File: config.mk
export PLATFORM = sky130hd
export DESIGN_NAME = status_lamp_source_control
export DESIGN_NICKNAME = d
export VERILOG_FILES = /design/src/design/lamp_cfg_pkg.sv /design/src/design/status_lamp_source_control.sv
export SDC_FILE = /design/constraint.sdc
export NUM_CORES = 1
export LEC_CHECK = 0
export ABC_AREA = 1
export BUFFER_PORTS_ARGS = -buffer_cell sky130_fd_sc_hd__clkbuf_2
export CAP_MARGIN = 40
export CORE_ASPECT_RATIO = 1.2
export CORE_UTILIZATION = 35
export CTS_CLUSTER_DIAMETER = 100
export DETAILED_ROUTE_END_ITERATION = 10
export GPL_TIMING_DRIVEN = 1
export SYNTH_ARGS = -nofsm -noshare
export SYNTH_HDL_FRONTEND = slang
export SYNTH_SLANG_ARGS = --single-unit
export TNS_END_PERCENT = 1
File: constraint.sdc
create_clock -name pclk -period 3 [get_ports pclk]
set_input_delay 0.45 -clock pclk [delete_from_list [all_inputs] [get_ports pclk]]
set_output_delay 0.45 -clock pclk [all_outputs]
set_load 0.03 [all_outputs]
File: src/design/lamp_cfg_pkg.sv
// Constants for the status-lamp source and receive termination block.
package lamp_cfg_pkg;

    // Register indices; the byte address is four times the index.
    localparam logic [13:0] LAMP_CFG_IDX = 14'h0460;
    localparam logic [13:0] TERM_CFG_IDX = 14'h0461;

    // Register reset values.
    localparam logic [15:0] LAMP_CFG_RST = 16'h2610;
    localparam logic [15:0] TERM_CFG_RST = 16'h0410;

    // Field positions in lamp_source_config.
    localparam int BLINK_LSB = 12;
    localparam int LAMP_TWO_LSB = 8;
    localparam int LAMP_ONE_LSB = 4;
    localparam int LAMP_ZERO_LSB = 0;

    // Field position in rx_output_termination_config.
    localparam int TERM_LSB = 1;

    // Lamp source codes.
    localparam logic [3:0] SRC_LINK = 4'h0;
    localparam logic [3:0] SRC_LINK_ACT = 4'h1;
    localparam logic [3:0] SRC_LINK_TX = 4'h2;
    localparam logic [3:0] SRC_LINK_MASTER = 4'h4;
    localparam logic [3:0] SRC_LINK_SLAVE = 4'h5;
    localparam logic [3:0] SRC_ACT = 4'h6;
    localparam logic [3:0] SRC_LINK_LOST = 4'h9;
    localparam logic [3:0] SRC_PRBS_ERR = 4'hA;

    // Blink period codes.
    localparam logic [1:0] BLINK_50 = 2'h0;
    localparam logic [1:0] BLINK_100 = 2'h1;
    localparam logic [1:0] BLINK_200 = 2'h2;
    localparam logic [1:0] BLINK_500 = 2'h3;

    // Clock rate and blink periods in their own units.
    localparam int CLK_HZ = 50_000_000;
    localparam int BLINK_50_MS = 50;
    localparam int BLINK_100_MS = 100;
    localparam int BLINK_200_MS = 200;
    localparam int BLINK_500_MS = 500;

    // Blink periods in clock cycles.
    localparam int BLINK_50_CYC = CLK_HZ / 1000 * BLINK_50_MS;
    localparam int BLINK_100_CYC = CLK_HZ / 1000 * BLINK_100_MS;
    localparam int BLINK_200_CYC = CLK_HZ / 1000 * BLINK_200_MS;
    localparam int BLINK_500_CYC = CLK_HZ / 1000 * BLINK_500_MS;

    // Width of the blink counter, enough for the longest period.
    localparam int BLINK_CNT_W = 25;

endpackage : lamp_cfg_pkg

File: src/design/status_lamp_source_control.sv
// Status-lamp source selection, blink timing and termination register.
//
// Summary of operation
// - Blink field bits 13:12 picks 50, 100, 200 or 500 ms, reset 200 ms.
// - Lamp zero code 0000 is link, 0001 link plus activity, 0110 activity.
// - Code 0010 is link plus transmit, 0100 link as master, 0101 as slave.
// - Code 1001 lights on link loss until the status register 0x1 is read.
// - Code 1010 lights on one checker error until its counter is cleared.
// - Lamp two source is bits 11:8 with the same codes and resets to 0110.
// - Lamp one source is bits 7:4 with the same codes and resets to 0001.
// - Bits 4:1 of the impedance register drive the termination, reset 1000.
// - One code serves receive data, clock, error and valid; no per-pin code.
//
// Local design decision: the APB slave port.
module status_lamp_source_control
    import lamp_cfg_pkg::*;
#(
    parameter int BLINK_50_CYCLES  = BLINK_50_CYC,
    parameter int BLINK_100_CYCLES = BLINK_100_CYC,
    parameter int BLINK_200_CYCLES = BLINK_200_CYC,
    parameter int BLINK_500_CYCLES = BLINK_500_CYC
) (
    input  wire logic        pclk,
    input  wire logic        presetn,
    input  wire logic        psel,
    input  wire logic        penable,
    input  wire logic        pwrite,
    input  wire logic [15:0] paddr,
    input  wire logic [31:0] pwdata,
    output logic      [31:0] prdata,
    output logic             pready,
    output logic             pslverr,
    input  wire logic        link_good,
    input  wire logic        rx_activity,
    input  wire logic        tx_activity,
    input  wire logic        master_role,
    input  wire logic        status_read,
    input  wire logic        prbs_error,
    input  wire logic        prbs_count_clear,
    output logic             status_lamp_zero,
    output logic             status_lamp_one,
    output logic             status_lamp_two,
    output logic      [3:0]  rx_termination_code
);

    typedef struct packed {
        logic [15:0]            cfg;
        logic [15:0]            imp;
        logic                   ready;
        logic                   slverr;
        logic [31:0]            rdata;
        logic [BLINK_CNT_W-1:0] cnt;
        logic                   blink;
        logic                   link_q;
        logic                   lost;
        logic                   prbs;
        logic                   any_seen;
        logic                   tx_seen;
        logic                   any_hold;
        logic                   tx_hold;
        logic [2:0]             lamp;
        logic [3:0]             term;
    } state_s;

    localparam state_s RESET_ST = '{
        cfg:      LAMP_CFG_RST,
        imp:      TERM_CFG_RST,
        ready:    1'b0,
        slverr:   1'b0,
        rdata:    32'h0000_0000,
        cnt:      '0,
        blink:    1'b0,
        link_q:   1'b0,
        lost:     1'b0,
        prbs:     1'b0,
        any_seen: 1'b0,
        tx_seen:  1'b0,
        any_hold: 1'b0,
        tx_hold:  1'b0,
        lamp:     3'h0,
        term:     TERM_CFG_RST[TERM_LSB +: 4]
    };

    state_s st;
    state_s next_st;

    logic                   access_done;
    logic                   hit_cfg;
    logic                   hit_imp;
    logic                   wrap;
    logic [BLINK_CNT_W-1:0] last_count;

    // Last count of the blink counter for the selected period.
    function automatic logic [BLINK_CNT_W-1:0] period_last(
        input logic [1:0] sel
    );
        logic [BLINK_CNT_W-1:0] value;
        case (sel)
            BLINK_50:  value = BLINK_CNT_W'(BLINK_50_CYCLES - 1);
            BLINK_100: value = BLINK_CNT_W'(BLINK_100_CYCLES - 1);
            BLINK_200: value = BLINK_CNT_W'(BLINK_200_CYCLES - 1);
            BLINK_500: value = BLINK_CNT_W'(BLINK_500_CYCLES - 1);
            default:   value = BLINK_CNT_W'(BLINK_200_CYCLES - 1);
        endcase
        return value;
    endfunction

    // Lamp level for one source code; shared by all three lamps.
    function automatic logic lamp_level(
        input logic [3:0] code,
        input state_s     s,
        input logic       link,
        input logic       master
    );
        logic level;
        case (code)
            SRC_LINK:        level = link;
            SRC_LINK_ACT:    level = link && !(s.any_hold && s.blink);
            SRC_LINK_TX:     level = link && !(s.tx_hold && s.blink);
            SRC_LINK_MASTER: level = link && master;
            SRC_LINK_SLAVE:  level = link && !master;
            SRC_ACT:         level = s.any_hold && s.blink;
            SRC_LINK_LOST:   level = s.lost;
            SRC_PRBS_ERR:    level = s.prbs;
            default:         level = 1'b0;
        endcase
        return level;
    endfunction

    // The slave answers on the second access cycle, so pready is a flop.
    assign access_done = psel && penable && st.ready;
    assign hit_cfg = paddr[15:2] == LAMP_CFG_IDX;
    assign hit_imp = paddr[15:2] == TERM_CFG_IDX;
    assign last_count = period_last(st.cfg[BLINK_LSB +: 2]);
    // A shortened period written while the counter is past it still wraps.
    assign wrap = st.cnt >= last_count;

    always_comb begin
        next_st = st;

        // Bus answer: one wait state, then data and status stand together.
        next_st.ready = psel && penable && !st.ready;
        if (psel && penable && !st.ready) begin
            next_st.slverr = !(hit_cfg || hit_imp);
            if (hit_cfg) begin
                next_st.rdata = {16'h0000, st.cfg};
            end else if (hit_imp) begin
                next_st.rdata = {16'h0000, st.imp};
            end else begin
                next_st.rdata = 32'h0000_0000;
            end
        end else if (!psel) begin
            next_st.slverr = 1'b0;
        end

        if (access_done && pwrite && hit_cfg) begin
            next_st.cfg = pwdata[15:0];
        end
        if (access_done && pwrite && hit_imp) begin
            next_st.imp = pwdata[15:0];
        end

        if (wrap) begin
            next_st.cnt = '0;
            next_st.blink = !st.blink;
        end else begin
            next_st.cnt = st.cnt + BLINK_CNT_W'(1);
        end

        // Activity seen in one period blinks the lamp in the next.
        if (wrap) begin
            next_st.any_hold = st.any_seen || rx_activity || tx_activity;
            next_st.tx_hold = st.tx_seen || tx_activity;
            next_st.any_seen = 1'b0;
            next_st.tx_seen = 1'b0;
        end else begin
            next_st.any_seen = st.any_seen || rx_activity || tx_activity;
            next_st.tx_seen = st.tx_seen || tx_activity;
        end

        // Sticky link loss; a loss in the read cycle is kept.
        next_st.link_q = link_good;
        if (st.link_q && !link_good) begin
            next_st.lost = 1'b1;
        end else if (status_read) begin
            next_st.lost = 1'b0;
        end

        // Sticky checker error; a new error beats the clear.
        if (prbs_error) begin
            next_st.prbs = 1'b1;
        end else if (prbs_count_clear) begin
            next_st.prbs = 1'b0;
        end

        next_st.lamp[0] = lamp_level(st.cfg[LAMP_ZERO_LSB +: 4], st,
                                     link_good, master_role);
        next_st.lamp[1] = lamp_level(st.cfg[LAMP_ONE_LSB +: 4], st,
                                     link_good, master_role);
        next_st.lamp[2] = lamp_level(st.cfg[LAMP_TWO_LSB +: 4], st,
                                     link_good, master_role);

        // One code for the whole receive output group.
        next_st.term = st.imp[TERM_LSB +: 4];
    end

    always_ff @(posedge pclk or negedge presetn) begin
        if (!presetn) begin
            st <= RESET_ST;
        end else begin
            st <= next_st;
        end
    end

    assign prdata = st.rdata;
    assign pready = st.ready;
    assign pslverr = st.slverr;
    assign status_lamp_zero = st.lamp[0];
    assign status_lamp_one = st.lamp[1];
    assign status_lamp_two = st.lamp[2];
    assign rx_termination_code = st.term;
endmodule // status_lamp_source_control

---- After elaboration in Yosys (flattened, before gate mapping) ----
Index checks and enable logic that the tools add are counted.
cells by class
  add/subtract/negate cells ............... 1
  equality and inequality tests ........... 27
  muxes and demuxes ....................... 14
  reduce and logical (&&, ||, !) cells .... 30
  $lt $le $gt $ge ......................... 1
operators by type and width
  kind                                                                     number
  25-bit one-hot mux with 4 select lines                                   1
  4-bit by 3-bit equality test with 1-bit output, second input constant    9
  32-bit 2-to-1 mux                                                        1
  14-bit by 11-bit equality test with 1-bit output, second input constant  2
  25-bit by 1-bit adder with 25-bit output, second input constant          1
  25-bit >= comparator                                                     1
  25-bit 2-to-1 mux                                                        1
  4-bit equality test, second input constant                               6
  1-bit one-hot mux with 8 select lines                                    3
  16-bit 2-to-1 mux                                                        1
  1-bit logical AND                                                        13
  4-bit by 1-bit equality test with 1-bit output, second input constant    3
  4-bit by 2-bit equality test with 1-bit output, second input constant    3
  4-bit logical NOT                                                        3
  1-bit logical NOT                                                        7
  1-bit 2-to-1 mux                                                         6
  2-bit equality test, second input constant                               2
  1-bit logical OR                                                         4
  2-bit nonzero test                                                       2
  2-bit by 1-bit equality test with 1-bit output, second input constant    1
  2-bit logical NOT                                                        1
  2-bit 2-to-1 mux                                                         1
  2-bit by 1-bit inequality test with 1-bit output, second input constant  1
word-level totals
  output and inout port bits .............. 41
  bits of input ports ..................... 60
  register bits ........................... 106
  word-level logic and storage cells ...... 89

---- Depth between registers and ports, before layout ----
Gate-level depths: netlist of run 1.
  depth after elaboration ................. 4
  gate-level depth with buffers ........... 15
  mapped depth without buffers ............ 14

---- Worst setup path after synthesis of run 1 ----
No wires, ideal clock.
  path type ............................... flip-flop to flip-flop
  start point ............................. reg st[103] in the netlist's numbering
  end point ............................... reg st[25] in the netlist's numbering
  setup time .............................. 124 ps
  setup slack ............................. 761 ps
  clock period less this slack ............ 2239 ps
  data required time ...................... 2876 ps
  stages on the path, launching flop included .. 14
  buffers on the path ..................... 2
  arrival time ............................ 2115 ps
  cell sequence ........................... dfstp_2 > inv_1 > ha_1 > inv_2 > ha_1 > nand2_1 > nor3_1 > nand3_1 > nor2_2 > nor2_4 > nand2_4 > buf_8 > buf_12 > nor2_4
RTL lines
  element                   RTL line                           text
  start: declaration        status_lamp_source_control.sv:84   state_s st;
  start signal: assignment  status_lamp_source_control.sv:211  st <= next_st;

---- Worst setup path in the final report of run 1 ----
  start point ............................. reg st[102] in the netlist's numbering
  end point ............................... reg st[8] in the netlist's numbering
between the ends
  word-level cells in the longest chain between the ends .. 3
  elaborated cells between the ends (all ways) .. 6
  classes of those cells .................. 1 x order compare; 3 x eq/ne; 1 x mux; 1 x reduce/logical
ends and longest elaborated chain
  element                                            RTL line                           text
  2-bit equality test, or another cell as far along  status_lamp_source_control.sv:98   case (sel)
  25-bit one-hot mux with 4 select lines *           status_lamp_source_control.sv:98
  25-bit >= comparator *                             status_lamp_source_control.sv:136  assign wrap = st.cnt >= last_count;
Every way passes the cells marked *; elsewhere a longest branch is shown, timed or not. The select of a mux whose other input is x is not followed.
A chain may end at the register's enable or synchronous reset.

==> flow_summary_export.csv, run 1 <==
group,metric,value,unit
clock_network,path_clk_slew,0.06,ns
detailed_routing,initialDrtViolationCount,234,
clock_network,cts-root-buf,"clkbuf_16",
synthesis,syn-cell-area,0.00537,mm²
timing,tightest_slew,0.614,ns
placed_design,dp_hpwl,8790,µm
critical_path,cp_data_arrival_time,2.86,ns
detailed_routing,ant_nets,0,
detailed_routing,drc_errors,0,
cells_and_area,area_growth,10.2,%
timing,period_share,87.7,%
cells_and_area,fin_util,39.6,%
clock_network,cts-resized-gates,0,
run_status,status,"complete, no violations",
synthesis,netlist_top_cells_area,"dfrtp_1 (39%), nand2_1 (13%), buf_4 (5.3%), ha_1 (5.1%), inv_1 (4.4%)",
synthesis,syn_inst,658,
timing,slew_violations,0,
clock_network,cts_tree,"built",
detailed_routing,wirelength,11700,µm
cells_and_area,stdcell_area,0.00592,mm²
clock_network,clock_path_buffers,2,
synthesis,ys_ff_latch,90,
detailed_routing,first_pass_iters,5,
synthesis,yosys_warnings,0,
cells_and_area,diodes,0,
floorplan,rows,49,
synthesis,yosys-top-cells-count,"nand2_1 (182), dfrtp_1 (83), inv_1 (63), nor2_1 (55)",
critical_path,cpMostUsedCell,"nand2_1",
floorplan,die_w,115,µm
clock_network,cts_sinks,90,
floorplan,start_util,35.9,%
clock_network,post_cts_buffers,0,
timing,hold_slack,0.0892,ns
cells_and_area,fin_nets,783,
cells_and_area,drive_above_1_share,20.1,%
job,drv_cap,0,
synthesis,seq_area_frac_synth,42.1,%
pwr,peakVddDrop,0.265,mV
synthesis,synth_top_area_cell,"dfrtp_1",
placed_design,portBuffers,66,
timing,setup_violations,0,
clock_network,cts_buffers,9,
floorplan,die_height,138,µm
synthesis,ys.flop_type,"dfrtp_1",
detailed_routing,routedWlPerCell,12.8,µm
global_routing,antenna_found_initial,0,
global_routing,grt.overflow.total,0,
floorplan,die-area,0.0158,mm²
global_routing,grt_max_degree,42,
synthesis,yosysMostFrequentCell,"nand2_1",
pwr,p_per_area,406,mW/mm²
synthesis,yosysTopAreaCellShare,38.7,%
worst_hold_path,hold_path_class,"input port to asynchronous set/reset pin",
cells_and_area,fillers,1561,
critical_path,worst_ep_required_time,3.23,ns
clock_network,cts-hold-fix-buffers,0,
global_routing,grt_pass1_vias,3779,
synthesis,syn_area_per_cell,8.16,µm²
synthesis,synth_edf_count,0,
global_routing,grt_pass1_wl,19200,µm
critical_path,cp_max_fo,29,
timing,relSlewSlack,58.8,%
detailed_routing,viasPerCell,4.59,
global_routing,grt_usage,15.7,%
critical_path,path_class,"flop to flop",
timing,max_freq,380,MHz
timing,tns,0,ns
critical_path,end_kind,"flop",
clock_network,htree_levels,3,
critical_path,start_kind,"flop",
pwr,leakage,2.95,nW
detailed_routing,routed-via-count,4176,
critical_path,crit_chain,"inv_1 -> ha_1 -> nor2_1 -> ha_1 -> nand2_1 -> inv_1 -> nand2_1 -> nand2_1 -> a21oi_1 -> nand2_2 -> nand2_4 -> nand2_4 -> nand2_1 -> nand2_1",
floorplan,ios,101,
placed_design,dpl_cell_area,0.00565,mm²
timing,fin_skew,0.0104,ns
timing,grt_setup_unrepaired,"no",
synthesis,async_reset_ff_share,100,%
critical_path,critPathMaxStageDelay,0.43,ns
critical_path,slowest_stage,"dfrtp_1",
timing,period_needed,2.63,ns
placed_design,gp_congestion,0.887,
synthesis,synth_cell_types,40,
floorplan,coreArea,0.0150,mm²
timing,hold_violations,0,
clock_network,clkLatencyLatePin,0.34,ns
layer usage:
| layer | global-route usage, % | vias up | wire length [µm] |
|---|---|---|---|
| met5 | 0 | - | 0 |
| met1 | 21.8 | 1935 | 5660 |
| li1 | - | 2144 | - |
| met3 | 2.55 | 17 | 383 |
| met4 | 5.77 | 0 | 197 |
| met2 | 24.6 | 80 | 5410 |
per-stage QoR:
stage                     total power, mW  instances  worst slack (ns)
final                                2.40        909             0.369
after global routing                 2.50        909            0.0822
after CTS                            2.44        909             0.319
after detailed placement             1.38        894             0.350
after global placement               1.38        894             0.372
after floorplan                      1.33        673             0.761
power by group:
part | internal (mW) | switching [mW]
combinational | 0.0328 | 0.0973
sequential | 1.22 | 0.00390
clock | 0.563 | 0.483
total | 1.82 | 0.584
layout make-up:
cell class,instances,area [µm²],area share [%]
flip-flops and latches,90,2260,38.2
inverters,70,263,4.44
repair buffers,72,378,6.38
multi-input cells,458,2490,42.1
clock buffers,10,229,3.87
clock inverters,5,40.0,0.677
well taps,204,255,4.31
logic make-up (layout without fill, tap and decap cells):
group | Yosys count | count (layout) | share of synthesized area (%)
compound gates | 65 | 65 | 8.18
xor+xnor | 21 | 21 | 3.43
fa+ha+maj | 22 | 22 | 5.13
buf+inv | 125 | 157 | 12.5
flops | 90 | 90 | 42.1
other cells | 1 | 16 | 0.0698
simple gates | 334 | 334 | 28.6
cell usage in the layout (no fill, tap or decap), types with 2 or more instances in the layout:
master / count
nand3_1: 38
inv_1: 63
xnor2_1: 6
nor3_1: 18
nand2_1: 182
nand2_4: 3
clkinvlp_4: 2
nand2_2: 4
a21oi_1: 7
ha_1: 22
nand3b_1: 3
nor2_4: 13
nor3_2: 2
o21ai_1: 7
nand4_1: 11
dfrtp_1: 83
o21ai_2: 16
o41ai_1: 3
clkbuf_16: 9
buf_4: 7
a2111oi_0: 3
o21ai_0: 21
inv_2: 7
dfstp_2: 7
o2111a_1: 3
nor2_1: 55
conb_1: 16
o21bai_1: 2
clkbuf_2: 65
xor2_1: 15
registers in the layout, summed over array words and instances, names as in the netlist:
signal / cells
next_st: 4
prdata: 16
pready: 1
pslverr: 1
rx_termination_code: 4
st: 61
status_lamp_one: 1
status_lamp_two: 1
status_lamp_zero: 1
path summary, 6_finish.rpt:
check                                 from  slack (ns)  depth (start not counted)                     end
worst max-delay path               st[102]        0.37                         14                   st[8]
min in group pclk                link_good        0.27                          1                  st[13]
worst max register to register     st[102]        0.37                         14                   st[8]
worst min register to register  next_st[3]        0.38                          0  rx_termination_code[3]
max in group asynchronous          presetn        2.13                          2                 st[103]
worst min-delay path               presetn        0.09                          1                  st[92]
worst max-delay path: cells and delay by family, from the launching register on:
family | cells | cell delay [ns]
flops | 1 | 0.43
compound gates | 1 | 0.18
fa+ha+maj | 2 | 0.56
simple gates | 9 | 1.11
buf+inv | 2 | 0.23
Power figures use the tool's default switching activity.
==> inputs of run 2 (changes only) <==
==> constraint.sdc (replaced) <==
create_clock -name pclk -period 3 [get_ports pclk]
set_input_delay 0.3 -clock pclk [delete_from_list [all_inputs] [get_ports pclk]]
set_output_delay 0.3 -clock pclk [all_outputs]
set_load 0.03 [all_outputs]
==> flow_summary_export.csv, run 2 (synthesized netlist as in run 1, its figures left out) <==
group,metric,value,unit
timing,grt_setup_unrepaired,"no",
run_status,status,"complete, no violations",
critical_path,r2r_slack,0.32,ns
critical_path,start_kind,"flop",
pwr,p_comb_share,5.2,%
critical_path,cp_data_arrival_time,2.88,ns
timing,tns,0,ns
detailed_routing,drc_errors,0,
floorplan,die_w,115,µm
clock_network,cts_sinks,90,
timing,slew_violations,0,
critical_path,critPathTopFamily,"simple AND/OR/NAND/NOR gates",
critical_path,cp_max_fo,29,
pwr,peakVddDrop,0.266,mV
pwr,p_switching,0.589,mW
detailed_routing,routedWlPerCell,12.9,µm
timing,timing.final.ws_setup,0.325,ns
cells_and_area,diodes,0,
pwr,leakage,2.97,nW
critical_path,reg2reg_depth,11,
floorplan,start_util,35.9,%
placed_design,dp_hpwl,8630,µm
floorplan,die-area,0.0158,mm²
global_routing,grt_pass1_vias,3777,
clock_network,cts_tree,"built",
critical_path,cpMostUsedCell,"ha_1",
clock_network,post_cts_buffers,0,
floorplan,ios,101,
detailed_routing,routed.top_layer,"met4",
critical_path,critPathMaxStageDelay,0.56,ns
timing,max_freq,374,MHz
critical_path,end_kind,"flop",
pwr,internal-power,1.93,mW
timing,relSlewSlack,49.2,%
floorplan,die_height,138,µm
global_routing,grt.overflow.total,0,
placed_design,pre_cts_ws,0.366,ns
cells_and_area,regMostFlops,"st",
clock_network,htree_levels,3,
floorplan,coreArea,0.0150,mm²
detailed_routing,wl_met2,5240,µm
pwr,power_frac_clock,46.2,%
timing,fin_skew,0.00907,ns
clock_network,cts-resized-gates,0,
global_routing,grt_max_degree,59,
critical_path,worst_ep_required_time,3.21,ns
cells_and_area,stdcell_area,0.00596,mm²
global_routing,grt_usage,15.7,%
cells_and_area,area_growth,11.0,%
timing,tightest_slew,0.763,ns
cells_and_area,drive_above_1_share,20.1,%
global_routing,grt_pass1_wl,19000,µm
critical_path,r2r-start,"st[103]",
critical_path,r2r-end,"st[33]",
detailed_routing,viasPerCell,4.58,
clock_network,path_clk_slew,0.07,ns
cells_and_area,fin_nets,782,
timing,setup_violations,0,
timing,hold_violations,0,
pwr,seq_power_share,48.6,%
detailed_routing,met1_length,5710,µm
placed_design,portBuffers,66,
clock_network,cts-root-buf,"clkbuf_16",
clock_network,cts_buffers,9,
placed_design,gp_congestion,0.881,
cells_and_area,fillers,1554,
cells_and_area,layout_commonest_cell,"nand2_1",
detailed_routing,first_pass_iters,5,
detailed_routing,ant_nets,0,
detailed_routing,route.met3.wl,494,µm
detailed_routing,initialDrtViolationCount,258,
clock_network,clock_path_buffers,2,
clock_network,clkLatencyLatePin,0.35,ns
pwr,p_per_area,423,mW/mm²
clock_network,cts-hold-fix-buffers,0,
critical_path,crit_chain,"inv_1 -> ha_1 -> inv_2 -> ha_1 -> nand2_1 -> nor3_1 -> nand3_1 -> nor2_2 -> nor2_4 -> nand2_4 -> nor2_1",
job,drv_cap,0,
timing,period_needed,2.68,ns
global_routing,antenna_found_initial,0,
critical_path,slowest_stage,"dfstp_2",
cells_and_area,final_cell_mix,"nand2_1 (182), dfrtp_1 (83), clkbuf_2 (65)",
critical_path,path_class,"flop to flop",
critical_path,path_buf_inv,2,
pwr,total_power,2.52,mW
detailed_routing,routed-via-count,4164,
floorplan,rows,49,
worst_hold_path,hold_path_class,"input port to asynchronous set/reset pin",
pwr,netSwitchingFraction,23.4,%
detailed_routing,wirelength,11700,µm
placed_design,dpl_cell_area,0.00565,mm²
cells_and_area,largest_register_ffs,61,
timing,period_share,89.2,%
==> run 2: cell types whose count changed in the layout (fill, tap and decap cells not counted), sizes merged <==
cell,delta
bufinv,+1
inv,+1
clkinvlp,-1
clkinv,-1
clkbuf,+1
buf,-1
==> run 2: through the flow <==
step,std cells,util (%),hold slack [ns]
floorplan,673,-,0.00441
global placement,893,37.8,0.366
detailed placement,893,37.8,0.365
CTS,909,39.8,0.0591
global route,909,39.8,0.0847
finish,909,39.8,0.0146
==> run 2: power by group through the flow <==
| stage | clock network (mW) | logic, mW | registers [mW] |
|---|---|---|---|
| final | 1.16 | 0.131 | 1.22 |
| after CTS | 1.19 | 0.135 | 1.22 |
| after detailed placement | 0 | 0.135 | 1.25 |
| after global placement | 0 | 0.135 | 1.25 |
| after global routing | 1.24 | 0.149 | 1.22 |
| after floorplan | 0 | 0.0710 | 1.25 |
==> run 2: cell type report <==
class | count | area, µm² | share of cell area, %
clock inverters | 5 | 62.6 | 1.05
flip-flops and latches | 90 | 2260 | 37.9
well taps | 204 | 255 | 4.28
repair buffers | 71 | 383 | 6.42
inverters | 70 | 263 | 4.41
multi-input cells | 458 | 2490 | 41.8
clock buffers | 11 | 243 | 4.07
==> run 2: layer usage <==
metal / global-route usage, % / vias up
li1: - / 2146
met1: 21.9 / 1899
met2: 23.6 / 100
met3: 2.68 / 19
met4: 6.93 / 0
met5: 0 / -
==> run 2: worst reg2reg max path: stages (launching register included) <==
cell	delay (ns)
dfstp_2	0.56
inv_1	0.09
ha_1	0.39
inv_2	0.09
ha_1	0.30
nand2_1	0.07
nor3_1	0.18
nand3_1	0.12
nor2_2	0.14
nor2_4	0.08
nand2_4	0.39
nor2_1	0.12
==> run 2: worst max path at each step <==
stage | start | to | slack (ns) | depth (start not counted)
2_1_floorplan | st[103] | st[25] | 0.76 | 13
3_3_place_gp | st[102] | st[7] | 0.39 | 14
3_5_place_dp | st[102] | st[14] | 0.37 | 14
4_1_cts | st[102] | st[33] | 0.32 | 11
5_1_grt | st[102] | st[8] | 0.1 | 14
6_report | st[103] | st[33] | 0.32 | 11
==> inputs of run 3 (changes only) <==
==> constraint.sdc (replaced) <==
create_clock -name pclk -period 2.84 [get_ports pclk]
set_input_delay 0.284 -clock pclk [delete_from_list [all_inputs] [get_ports pclk]]
set_output_delay 0.284 -clock pclk [all_outputs]
set_load 0.03 [all_outputs]
==> flow_summary_export.csv, run 3 (synthesized netlist as in run 1, its figures left out) <==
group,metric,value,unit
floorplan,die_height,138,µm
critical_path,path_class,"flop to flop",
detailed_routing,first_pass_iters,4,
pwr,p_per_area,445,mW/mm²
placed_design,dp_hpwl,8740,µm
timing,setup_violations,0,
clock_network,post_cts_buffers,0,
critical_path,cp_data_arrival_time,2.79,ns
clock_network,cts-resized-gates,0,
cells_and_area,final_cells,912,
timing,relSlewSlack,54.9,%
timing,tns,0,ns
clock_network,clkLatencyLatePin,0.34,ns
job,drv_cap,0,
floorplan,start_util,35.9,%
cells_and_area,drive_above_1_share,20.5,%
global_routing,grt_max_degree,53,
global_routing,grt_pass1_vias,3923,
timing,grt_setup_unrepaired,"no",
timing,fin_skew,0.00814,ns
floorplan,die-area,0.0158,mm²
critical_path,start_kind,"flop",
placed_design,portBuffers,66,
detailed_routing,initialDrtViolationCount,269,
floorplan,rows,49,
global_routing,grt_pass1_wl,19400,µm
detailed_routing,routed-via-count,4153,
cells_and_area,fillers,1589,
placed_design,gp_congestion,0.899,
placed_design,pre_cts_ws,0.290,ns
placed_design,placedCellCount,895,
clock_network,cts_buffers,9,
run_status,status,"complete, no violations",
critical_path,cp_max_fo,15,
floorplan,ios,101,
global_routing,grt_usage,15.9,%
clock_network,cts-root-buf,"clkbuf_16",
cells_and_area,fin_nets,785,
clock_network,cts_sinks,90,
detailed_routing,ant_nets,0,
critical_path,worst_ep_required_time,3.07,ns
detailed_routing,viasPerCell,4.55,
cells_and_area,stdcell_area,0.00600,mm²
global_routing,grt.overflow.total,0,
cells_and_area,multi_input_area,0.00249,mm²
cells_and_area,seqCellArea,0.00226,mm²
clock_network,htree_levels,3,
floorplan,die_w,115,µm
floorplan,coreArea,0.0150,mm²
detailed_routing,drc_errors,0,
cells_and_area,diodes,0,
timing,period_share,90.1,%
detailed_routing,routedWlPerCell,12.8,µm
cells_and_area,largest_register_ffs,61,
timing,slew_violations,0,
placed_design,dpl_cell_area,0.00568,mm²
cells_and_area,regMostFlops,"st",
clock_network,cts_tree,"built",
timing,timing.final.ws_setup,0.281,ns
clock_network,clock_path_buffers,2,
timing,period_needed,2.56,ns
cells_and_area,final_cell_mix,"nand2_1 (182), dfrtp_1 (83), clkbuf_2 (65)",
clock_network,path_clk_slew,0.07,ns
cells_and_area,area_growth,11.8,%
pwr,leakage,2.99,nW
timing,hold_violations,0,
clock_network,cts-hold-fix-buffers,1,
detailed_routing,wirelength,11700,µm
timing,hold_slack,0.106,ns
critical_path,end_kind,"flop",
cells_and_area,layout_commonest_cell,"nand2_1",
timing,tightest_slew,0.677,ns
pwr,peakVddDrop,0.314,mV
timing,max_freq,391,MHz
worst_hold_path,hold_path_class,"input port to flop",
global_routing,antenna_found_initial,0,
==> run 3: cell count changes in the layout (fill, tap and decap cells not counted) <==
cell,change
inv_6,+2
clkbuf_1,-1
buf_4,+1
clkinv_8,+1
inv_8,-1
dlygate4sd3_1,+1
clkbuf_8,-1
buf_12,+1
==> run 3: critical path, cell delays in order (launching register included) <==
cell and delay [ns]:
dfstp_2 0.56, inv_1 0.09, ha_1 0.38, inv_2 0.09
ha_1 0.29, nand2_1 0.06, nor3_1 0.13, nand3_1 0.12
nor2_2 0.14, nor2_4 0.08, nand2_4 0.20, buf_12 0.22
nor2_1 0.07
==> run 3: report_power, final <==
group	internal [mW]	leakage, nW	total, mW	switching [mW]
clock network	0.698	0.150	1.24	0.541
registers	1.29	1.18	1.29	0.00411
logic	0.0366	1.66	0.139	0.103
total	2.02	2.99	2.67	0.648
==> run 3: layout make-up <==
cell class | count | share of cell area, %
clock inverter | 7 | 1.42
inverter | 70 | 4.38
tap | 204 | 4.25
multi-input combinational | 458 | 41.5
sequential | 90 | 37.7
clock buffer | 9 | 3.75
timing repair buffer | 74 | 7.00
==> run 3: metrics by stage <==
stage | total power [mW] | utilization [%]
finish | 2.67 | 40.1
global route | 2.78 | 40.1
CTS | 2.71 | 40.1
detailed placement | 1.46 | 38.0
global placement | 1.46 | 38.0
floorplan | 1.40 | -
==> run 3: routing by layer <==
layer,GRT usage (%),up-vias,wire (µm)
met5,0,-,0
met4,6.85,0,264
met3,2.64,19,424
met2,24.8,89,5270
met1,21.7,1904,5710
li1,-,2141,-
==> run 3: path summary, 6_finish.rpt <==
check / end / startpoint / slack (ns) / cells past startpoint
max: st[34] / st[103] / 0.28 / 12
min: st[13] / link_good / 0.11 / 1
max reg2reg: st[34] / st[103] / 0.28 / 12
min reg2reg: rx_termination_code[3] / next_st[3] / 0.38 / 0
max in group asynchronous: st[100] / presetn / 1.56 / 3
min in group asynchronous: prdata[3] / presetn / 0.53 / 2
